## src/hrrp_defs.svh

```systemverilog
`ifndef HRRP_DEFS_SVH
`define HRRP_DEFS_SVH

`define HRRP_EP_CTRL 2'h0
`define HRRP_EP_KEYS 2'h1
`define HRRP_EP_AUX 2'h2

`define HRRP_ID_MOUSE 8'h01
`define HRRP_ID_MEDIA 8'h02
`define HRRP_ID_POWER 8'h03
`define HRRP_ID_PARAM 8'h04
`define HRRP_PARAM_LEN 4'h8

`define HRRP_USAGE_PAGE 16'hFF01
`define HRRP_USAGE_KBD 8'h01
`define HRRP_USAGE_MOUSE 8'h02
`define HRRP_USAGE_BATT 8'h20
`define HRRP_USAGE_XFER 8'h24

`define HRRP_RT_SET 8'h21
`define HRRP_RQ_SET 8'h09
`define HRRP_RT_GET 8'hA1
`define HRRP_RQ_GET 8'h01
`define HRRP_WVAL_PARAM 16'h0304
`define HRRP_IDX_KBD 16'h0000
`define HRRP_IDX_MOUSE 16'h0001

`define HRRP_BATT_MAX 8'h0A
`define HRRP_CHAN_MAX 8'h4D
`define HRRP_PN_MAX 8'h30
`define HRRP_CNT_MAX 16'hFFFF

`define HRRP_RST_BATT 8'h00
`define HRRP_RST_CHAN 8'h00
`define HRRP_RST_PN 8'h00
`define HRRP_RST_CNT 16'h0000
`define HRRP_RST_CTRL 32'h0000_0001

`define HRRP_OFS_CTRL 12'h000
`define HRRP_OFS_STAT 12'h004
`define HRRP_OFS_KPAR 12'h008
`define HRRP_OFS_MPAR 12'h00C
`define HRRP_OFS_KCNT 12'h010
`define HRRP_OFS_MCNT 12'h014
`define HRRP_CTRL_EN_BIT 0

`endif

```

## src/hrrp_pkg.sv

```systemverilog
package hrrp_pkg;
    typedef enum logic [1:0] {
        HRRP_KIND_KEYS = 2'b00,
        HRRP_KIND_MOUSE = 2'b01,
        HRRP_KIND_MEDIA = 2'b10,
        HRRP_KIND_POWER = 2'b11
    } hrrp_kind_t;

    typedef enum logic [1:0] {
        HRRP_ST_IDLE = 2'b00,
        HRRP_ST_SEND = 2'b01
    } hrrp_state_t;
endpackage : hrrp_pkg

```

## src/hrrp_buf.sv

```systemverilog
`timescale 1ns/1ps
module hrrp_buf #(
    parameter int W = 11,
    parameter int DEPTH = 2
) (
    // Clock and reset.
    input wire logic clk,
    input wire logic rst_b,
    // Fill side.
    input wire logic in_valid,
    output logic in_ready,
    input wire logic [W-1:0] in_data,
    // Drain side.
    output logic out_valid,
    input wire logic out_ready,
    output logic [W-1:0] out_data
);
    localparam int AW = (DEPTH > 1) ? $clog2(DEPTH) : 1;
    logic [W-1:0] mem_r [0:DEPTH-1];
    logic [AW-1:0] wp_r;
    logic [AW-1:0] rp_r;
    logic [AW:0] cnt_r;
    logic push;
    logic pop;

    assign in_ready = (cnt_r != (AW+1)'(DEPTH));
    assign out_valid = (cnt_r != '0);
    assign out_data = mem_r[rp_r];
    assign push = in_valid && in_ready;
    assign pop = out_valid && out_ready;

    always_ff @(posedge clk) begin
        if (push) begin
            mem_r[wp_r] <= in_data;
        end
    end

    always_ff @(posedge clk) begin
        if (!rst_b) begin
            wp_r <= '0;
            rp_r <= '0;
            cnt_r <= '0;
        end else begin
            if (push) begin
                wp_r <= (wp_r == AW'(DEPTH - 1)) ? '0 : wp_r + 1'b1;
            end
            if (pop) begin
                rp_r <= (rp_r == AW'(DEPTH - 1)) ? '0 : rp_r + 1'b1;
            end
            if (push && !pop) begin
                cnt_r <= cnt_r + 1'b1;
            end else if (pop && !push) begin
                cnt_r <= cnt_r - 1'b1;
            end
        end
    end
endmodule : hrrp_buf

```

## src/hrrp_top.sv

```systemverilog
`timescale 1ns/1ps
`include "hrrp_defs.svh"
module hrrp_top (
    // Clock and reset.
    input wire logic CLK,
    input wire logic RST_B,
    // APB slave.
    input wire logic PSEL,
    input wire logic PENABLE,
    input wire logic PWRITE,
    input wire logic [11:0] PADDR,
    input wire logic [31:0] PWDATA,
    output logic [31:0] PRDATA,
    output logic PREADY,
    output logic PSLVERR,
    // Radio packet events.
    input wire logic RADIO_PKT_VALID,
    input wire logic RADIO_DEV,
    input wire logic RADIO_ERR,
    input wire logic [7:0] RADIO_CHAN,
    input wire logic [7:0] RADIO_PN,
    input wire logic RADIO_BATT_VALID,
    input wire logic [7:0] RADIO_BATT,
    // Input reports from the radio side.
    input wire logic IN_VALID,
    output logic IN_READY,
    input wire hrrp_pkg::hrrp_kind_t IN_KIND,
    input wire logic [3:0] IN_LEN,
    input wire logic [63:0] IN_DATA,
    // Control endpoint setup requests.
    input wire logic SETUP_VALID,
    output logic SETUP_READY,
    input wire logic [7:0] SETUP_TYPE,
    input wire logic [7:0] SETUP_REQ,
    input wire logic [15:0] SETUP_VALUE,
    input wire logic [15:0] SETUP_INDEX,
    output logic SETUP_STALL,
    // Endpoint byte stream toward the USB engine.
    output logic EP_VALID,
    input wire logic EP_READY,
    output logic [1:0] EP_NUM,
    output logic [7:0] EP_DATA,
    output logic EP_LAST
);
    import hrrp_pkg::*;

    hrrp_state_t state_r;
    logic [7:0] frm_r [0:8];
    logic [3:0] len_r;
    logic [3:0] pos_r;
    logic [1:0] ep_r;
    logic [31:0] ctrl_r;
    logic [31:0] prdata_r;
    logic [7:0] batt_r [0:1];
    logic [7:0] chan_r [0:1];
    logic [7:0] pn_r [0:1];
    logic [15:0] corr_r [0:1];
    logic [15:0] xfer_r [0:1];
    logic pend_r;
    logic pend_get_r;
    logic pend_dev_r;
    logic stall_r;
    logic buf_in_ready;
    logic buf_push;
    logic start_ctrl;
    logic start_data;
    logic setup_take;
    logic setup_match;
    logic setup_is_set;
    logic setup_is_get;
    logic route_en;
    logic [10:0] buf_in;
    logic [10:0] buf_out;
    logic [3:0] in_len_clip;

    assign route_en = ctrl_r[`HRRP_CTRL_EN_BIT];

    // Payloads longer than the eight-byte frame are cut to eight bytes.
    assign in_len_clip = (IN_LEN > 4'h8) ? 4'h8 : IN_LEN;

    // Setup decode: type, code, value and a known device index must all match.
    assign setup_is_set = (SETUP_TYPE == `HRRP_RT_SET) && (SETUP_REQ == `HRRP_RQ_SET);
    assign setup_is_get = (SETUP_TYPE == `HRRP_RT_GET) && (SETUP_REQ == `HRRP_RQ_GET);
    assign setup_match = (setup_is_set || setup_is_get) && (SETUP_VALUE == `HRRP_WVAL_PARAM) &&
        ((SETUP_INDEX == `HRRP_IDX_KBD) || (SETUP_INDEX == `HRRP_IDX_MOUSE));
    assign SETUP_READY = !pend_r;
    assign setup_take = SETUP_VALID && !pend_r;

    // A pending control answer has priority over data reports.
    assign start_ctrl = (state_r == HRRP_ST_IDLE) && pend_r;
    assign start_data = (state_r == HRRP_ST_IDLE) && !pend_r && IN_VALID && route_en;
    assign IN_READY = start_data;

    assign buf_push = (state_r == HRRP_ST_SEND);
    assign buf_in = {ep_r, (pos_r == len_r - 4'h1), frm_r[pos_r]};

    always_ff @(posedge CLK) begin
        if (!RST_B) begin
            pend_r <= 1'b0;
            pend_get_r <= 1'b0;
            pend_dev_r <= 1'b0;
        end else if (setup_take && setup_match) begin
            pend_r <= 1'b1;
            pend_get_r <= setup_is_get;
            pend_dev_r <= (SETUP_INDEX == `HRRP_IDX_MOUSE);
        end else if (start_ctrl) begin
            pend_r <= 1'b0;
        end
    end

    always_ff @(posedge CLK) begin
        if (!RST_B) begin
            stall_r <= 1'b0;
        end else begin
            stall_r <= setup_take && !setup_match;
        end
    end
    assign SETUP_STALL = stall_r;

    // SEND walks the frame one byte per accepted push; the buffer absorbs host stalls.
    always_ff @(posedge CLK) begin
        if (!RST_B) begin
            state_r <= HRRP_ST_IDLE;
            pos_r <= 4'h0;
        end else begin
            unique case (state_r)
                HRRP_ST_IDLE: begin
                    pos_r <= 4'h0;
                    if (start_ctrl || start_data) begin
                        state_r <= HRRP_ST_SEND;
                    end
                end
                HRRP_ST_SEND: begin
                    if (buf_in_ready) begin
                        if (pos_r == len_r - 4'h1) begin
                            state_r <= HRRP_ST_IDLE;
                        end
                        pos_r <= pos_r + 4'h1;
                    end
                end
                default: begin
                    state_r <= HRRP_ST_IDLE;
                end
            endcase
        end
    end

    // Frame assembly: endpoint 2 frames carry the report ID in byte 0.
    always_ff @(posedge CLK) begin
        if (!RST_B) begin
            len_r <= 4'h1;
            ep_r <= `HRRP_EP_CTRL;
            for (int i = 0; i < 9; i++) begin
                frm_r[i] <= 8'h00;
            end
        end else if (start_ctrl) begin
            ep_r <= `HRRP_EP_CTRL;
            len_r <= `HRRP_PARAM_LEN;
            frm_r[0] <= `HRRP_ID_PARAM;
            frm_r[1] <= batt_r[pend_dev_r];
            frm_r[2] <= chan_r[pend_dev_r];
            frm_r[3] <= pn_r[pend_dev_r];
            frm_r[4] <= corr_r[pend_dev_r][7:0];
            frm_r[5] <= corr_r[pend_dev_r][15:8];
            frm_r[6] <= xfer_r[pend_dev_r][7:0];
            frm_r[7] <= xfer_r[pend_dev_r][15:8];
            frm_r[8] <= 8'h00;
        end else if (start_data) begin
            if (IN_KIND == HRRP_KIND_KEYS) begin
                ep_r <= `HRRP_EP_KEYS;
                len_r <= (IN_LEN == 4'h0) ? 4'h1 : in_len_clip;
                for (int i = 0; i < 8; i++) begin
                    frm_r[i] <= IN_DATA[8*i +: 8];
                end
                frm_r[8] <= 8'h00;
            end else begin
                ep_r <= `HRRP_EP_AUX;
                len_r <= in_len_clip + 4'h1;
                unique case (IN_KIND)
                    HRRP_KIND_MOUSE: frm_r[0] <= `HRRP_ID_MOUSE;
                    HRRP_KIND_MEDIA: frm_r[0] <= `HRRP_ID_MEDIA;
                    HRRP_KIND_POWER: frm_r[0] <= `HRRP_ID_POWER;
                    default: frm_r[0] <= `HRRP_ID_MOUSE;
                endcase
                for (int i = 0; i < 8; i++) begin
                    frm_r[i+1] <= IN_DATA[8*i +: 8];
                end
            end
        end
    end

    // Per-device radio parameters.
    always_ff @(posedge CLK) begin
        if (!RST_B) begin
            for (int d = 0; d < 2; d++) begin
                batt_r[d] <= `HRRP_RST_BATT;
                chan_r[d] <= `HRRP_RST_CHAN;
                pn_r[d] <= `HRRP_RST_PN;
            end
        end else begin
            if (RADIO_PKT_VALID) begin
                chan_r[RADIO_DEV] <= (RADIO_CHAN > `HRRP_CHAN_MAX) ? `HRRP_CHAN_MAX : RADIO_CHAN;
                pn_r[RADIO_DEV] <= (RADIO_PN > `HRRP_PN_MAX) ? `HRRP_PN_MAX : RADIO_PN;
            end
            if (RADIO_BATT_VALID) begin
                batt_r[RADIO_DEV] <= (RADIO_BATT > `HRRP_BATT_MAX) ? `HRRP_BATT_MAX : RADIO_BATT;
            end
        end
    end

    always_ff @(posedge CLK) begin
        if (!RST_B) begin
            for (int d = 0; d < 2; d++) begin
                corr_r[d] <= `HRRP_RST_CNT;
            end
        end else if (RADIO_PKT_VALID && RADIO_ERR && corr_r[RADIO_DEV] != `HRRP_CNT_MAX) begin
            corr_r[RADIO_DEV] <= corr_r[RADIO_DEV] + 16'h0001;
        end
    end

    // The count is cleared when a GET answer is latched; a packet in that cycle still counts.
    always_ff @(posedge CLK) begin
        if (!RST_B) begin
            for (int d = 0; d < 2; d++) begin
                xfer_r[d] <= `HRRP_RST_CNT;
            end
        end else begin
            for (int d = 0; d < 2; d++) begin
                if (RADIO_PKT_VALID && !RADIO_ERR && RADIO_DEV == d[0]) begin
                    if (start_ctrl && pend_get_r && pend_dev_r == d[0]) begin
                        xfer_r[d] <= 16'h0001;
                    end else if (xfer_r[d] != `HRRP_CNT_MAX) begin
                        xfer_r[d] <= xfer_r[d] + 16'h0001;
                    end
                end else if (start_ctrl && pend_get_r && pend_dev_r == d[0]) begin
                    xfer_r[d] <= `HRRP_RST_CNT;
                end
            end
        end
    end

    // Each buffer word carries endpoint, end mark and byte together.
    hrrp_buf #(
        .W(11),
        .DEPTH(2)
    ) u_buf (
        .clk(CLK),
        .rst_b(RST_B),
        .in_valid(buf_push),
        .in_ready(buf_in_ready),
        .in_data(buf_in),
        .out_valid(EP_VALID),
        .out_ready(EP_READY),
        .out_data(buf_out)
    );
    assign EP_NUM = buf_out[10:9];
    assign EP_LAST = buf_out[8];
    assign EP_DATA = buf_out[7:0];

    // APB slave: read data is latched in the setup cycle, so no wait states.
    assign PREADY = 1'b1;
    assign PRDATA = prdata_r;

    always_comb begin
        PSLVERR = 1'b0;
        if (PSEL && PENABLE) begin
            unique case (PADDR)
                `HRRP_OFS_CTRL, `HRRP_OFS_STAT, `HRRP_OFS_KPAR,
                `HRRP_OFS_MPAR, `HRRP_OFS_KCNT, `HRRP_OFS_MCNT: PSLVERR = 1'b0;
                default: PSLVERR = 1'b1;
            endcase
        end
    end

    // Only CTRL is writable; writes to any other offset are ignored.
    always_ff @(posedge CLK) begin
        if (!RST_B) begin
            ctrl_r <= `HRRP_RST_CTRL;
        end else if (PSEL && PENABLE && PWRITE && PADDR == `HRRP_OFS_CTRL) begin
            ctrl_r <= {31'h0000_0000, PWDATA[`HRRP_CTRL_EN_BIT]};
        end
    end

    // Read data captured in the setup phase stands through the access phase.
    always_ff @(posedge CLK) begin
        if (!RST_B) begin
            prdata_r <= 32'h0000_0000;
        end else if (PSEL && !PENABLE) begin
            unique case (PADDR)
                `HRRP_OFS_CTRL: prdata_r <= ctrl_r;
                `HRRP_OFS_STAT: prdata_r <= {28'h000_0000, EP_VALID, pend_r,
                    (state_r == HRRP_ST_SEND), route_en};
                `HRRP_OFS_KPAR: prdata_r <= {8'h00, pn_r[0], chan_r[0], batt_r[0]};
                `HRRP_OFS_MPAR: prdata_r <= {8'h00, pn_r[1], chan_r[1], batt_r[1]};
                `HRRP_OFS_KCNT: prdata_r <= {xfer_r[0], corr_r[0]};
                `HRRP_OFS_MCNT: prdata_r <= {xfer_r[1], corr_r[1]};
                default: prdata_r <= 32'h0000_0000;
            endcase
        end
    end
endmodule : hrrp_top

```

## config.mk

```make
export PLATFORM = sky130hd
export DESIGN_NAME = hrrp_top
export DESIGN_NICKNAME = d
export VERILOG_FILES = /design/src/hrrp_pkg.sv /design/src/hrrp_buf.sv /design/src/hrrp_top.sv
export VERILOG_INCLUDE_DIRS = /design/src
export SDC_FILE = /design/constraint.sdc
export NUM_CORES = 1
export LEC_CHECK = 0
export BUFFER_PORTS_ARGS = -buffer_cell sky130_fd_sc_hd__buf_2
export CORE_ASPECT_RATIO = 1.75
export CORE_MARGIN = 2
export CORE_UTILIZATION = 50
export CTS_BUF_LIST = sky130_fd_sc_hd__clkbuf_8
export DETAILED_ROUTE_END_ITERATION = 12
export GPL_ROUTABILITY_DRIVEN = 0
export PLACE_DENSITY = 0.73
export SLEW_MARGIN = 20
export SYNTH_ARGS = -nofsm -noshare
export SYNTH_HDL_FRONTEND = slang
export SYNTH_SLANG_ARGS = --single-unit
```

## constraint.sdc

```tcl
create_clock -name CLK -period 6.4 [get_ports CLK]
set_input_delay 0.32 -clock CLK [delete_from_list [all_inputs] [get_ports CLK]]
set_output_delay 0.32 -clock CLK [all_outputs]
set_load 0.05 [all_outputs]
```

==> key figures <==
Clock tree
  • Sink Count: about 260
  • Post-CTS Setup Bufs: 0
  • Total CTS buffers: 39
  • CTS tree: yes
  • CTS resizes: 0
  • Clock buffer depth: 3
  • H-tree levels: 2
  • CTS root buffer: clkbuf_8
  • Clk_lat worst skew: 0.57 ns
  • Clock slew at reported path FFs: 0.07 ns

Worst setup path
  • Critical path capture point type: flop
  • Crit-path cells: ha_1, nand3_1, nor4_1, a211o_1, nand3_1
  • CP required: 6.46 ns
  • Crit path buffers/inverters: 0
  • CP arrival: 3.37 ns
  • Startpoint Class: flop
  • CP peak stage delay: 0.73 ns
  • Crit-path max FO: 17
  • CP max stage cell: nand3_1
  • Worst R2R Path Depth: 5
  • Cell family with most CP delay: simple AND/OR/NAND/NOR gates
  • Setup CP Type: reg2reg
  • Cell repeated most along the worst path: nand3_1
  • Crit. path cell count: 5

Logic synthesis
  • Largest cells by area after synthesis: edfxtp_1, dfxtp_1, mux2_2
  • Mux contribution to synthesized area: 0.1359
  • XOR/XNOR share of the synthesized area: 0.03817
  • Syn_area_per_cell: between 10 and 15 um^2
  • Seq/Total Area, Yosys: 0.5248
  • Async set or reset register ratio after synthesis: 0
  • Yosys warning count: 0
  • Main synth FF type: edfxtp_1
  • Post-synth top area share: 0.4419
  • Cell variety after synth: 69
  • Post-synth EDFFs: 206
  • Post-synthesis compound-gate area fraction: 0.1167
  • Adder-cell share of the synthesized area: 0.006257
  • Synth Instances: 1262
  • Yosys reg bits: 264
  • Synth Cell Area: ~14000 um^2
  • Largest family of logic cells by synthesized area: simple AND/OR/NAND/NOR gates
  • Simple-gate share of the synthesized area: 0.1477
  • Synth cell count leaders: edfxtp_1, nand2_1, nor2_1, o21ai_0, mux2_2
  • Area leader, netlist: edfxtp_1
  • Top-count cell post-synth: edfxtp_1

Drt
  • Via Count: roughly 11000
  • DR iter-0 viols: 656
  • # DRC: 0
  • WL final: 39330 um
  • Final ANT Viol Nets: 0
  • Post-DR vias/cell: ~5.8
  • Drt pass-1 iters: 5
  • Wirelength per Cell: 21.10 um

Timing
  • Clock skew after layout: 0.02766 ns
  • Slew HR: 0.2298
  • Fin. max-slew vios: 0
  • Worst-Margin Slew: 1.148 ns
  • Final-report hold violation count: 0
  • Final setup violation count: 0
  • RSZ-0062 raised after global routing: false
  • Post-route minimum period: 3.314 ns
  • Final period utilization: 0.5179
  • TNS Setup: 0 ns
  • FMAX: 0.3017 GHz

Floorplanning
  • Die Ht: 225.3 um
  • Num ports: between 200 and 250
  • Die footprint: 29400 um^2
  • Die X: 130.5 um
  • Count of standard-cell rows: 81
  • Initial Util: 0.5041
  • Core Region: 27770 um^2

Pwr
  • VDD IR max: 0.1596 mV
  • Pleak: around 6.2 nW
  • Pwr Total: about 4.1 mW
  • P per Cell Area: 255.7 nW/um^2

Final layout
  • Share of cells above drive strength 1: 0.2611
  • Finished Cell Area: 16110 um^2
  • Final nets: 1665
  • Synthesis-to-layout area growth: 15.11%
  • Area of the multi-input gates: 6304 um^2
  • FILL cells: 2379
  • Register area: 7348 um^2

Global route
  • Gr usage total: 0.2667
  • Initial antenna violation count: 1
  • Gr ovfl total: 0
  • Largest net degree at the start of global routing: 73
  • Vias in the first global route: 10794
  • First-pass GRT wire length: 58990 um

Placed design
  • I/O Buffers: 214
  • Post-DP Area: 15330 um^2
  • Post-detail-place hpwl: 28850 um

Min path
  • Hold path cells: 3
  • Worst hold path type: in2reg

Run
  • Max_cap viols: 0

Status
  • Status: finished clean
[power breakdown]
group | switching (mW) | internal, mW | leakage [nW] | total, mW
logic | 0.412 | 0.260 | 3.18 | 0.673
clock network | 0.667 | 0.687 | 0.442 | 1.35
registers | 0.0907 | 2.00 | 2.59 | 2.09
total | 1.17 | 2.95 | 6.22 | 4.12
[stage by stage]
step                std cells    util  setup slack [ns]  hold WS, ns
finish                   1864  0.5802             3.086      0.07198
floorplan                1275       -            0.7836       0.4256
global route             1864  0.5802             2.868      0.07973
global placement         1791  0.5522             2.839       0.4340
CTS                      1863  0.5800             3.130      0.05758
detailed placement       1791  0.5522             2.770       0.4387
[cell families after synthesis]
family                   count (synthesis)
flip-flops                             264
AO/OA/AOI/OAI                          240
AND/OR/NAND/NOR                        426
adder cells (fa/ha/maj)                  7
multiplexers                           161
buffers and inverters                  101
other                                    2
XOR/XNOR                                61
[worst min-delay path: cells and delay by family]
family	cells	cell delay [ns]
compound gates	1	0.08
simple gates	1	0.06
buf+inv	1	0.11
[layout by cell type (no fill, tap or decap), drive strengths merged, types with 5 or more instances in the layout]
master,n
clkbuf,45
clkinv,10
dfxtp,58
edfxtp,206
mux2,73
a31oi,6
xor2,27
xnor2,34
nor4,12
nor3,13
nand2,144
or3,5
mux2i,72
buf,224
o22a,20
nor2b,11
mux4,16
nand3,23
nor2,123
nor3b,6
conb,15
a211oi,6
a21oi,16
a2bb2oi,56
and3,26
and2,22
inv,33
nand4,15
ha,7
o21ai,108
[state kept, by name, summed over array words and instances, names as in the netlist, 2 cells and up, named ones only]
name	cells
pos_r	4
chan_r	16
xfer_r	32
corr_r	32
u_buf.cnt_r	2
ep_r	2
pn_r	16
len_r	4
u_buf.mem_r	22
batt_r	16
PRDATA	32
frm_r	72
[final timing paths]
check	startpoint	slack, ns	to
setup / recovery	xfer_r[1][0]$_DFFE_PP_	3.09	xfer_r[1][6]$_SDFFCE_PP0P_
hold reg to reg	PRDATA[4]$_SDFFE_PN0P_	0.45	PRDATA[4]$_SDFFE_PN0P_
setup reg to reg	xfer_r[1][0]$_DFFE_PP_	3.09	xfer_r[1][6]$_SDFFCE_PP0P_
hold / removal	IN_LEN[1]	0.07	len_r[3]$_SDFFE_PN0N_
[timing repair]
item | in CTS | in global routing
hold endpoints to repair | 1 | 0
setup endpoints to repair | 0 | 0
hold buffers | 1 | 0
[metal layers]
metal  vias up  routed length, um  global-route usage
li1       5058                  -                   -
met1      5225              14310              0.3006
met4         0               2763              0.1699
met2       473              19960              0.4679
met3       113               2292             0.03348
met5         -                  0                   0
[cell type report]
type                    instances  area share
clock inverters                26    0.008775
repair buffers                225     0.07175
clock buffers                  45     0.03844
multi-input cells             910      0.3912
well taps                     373     0.02896
inverters                      20    0.004659
diodes                          1   0.0001553
flip-flops and latches        264      0.4560
Power figures use the tool's default switching activity.
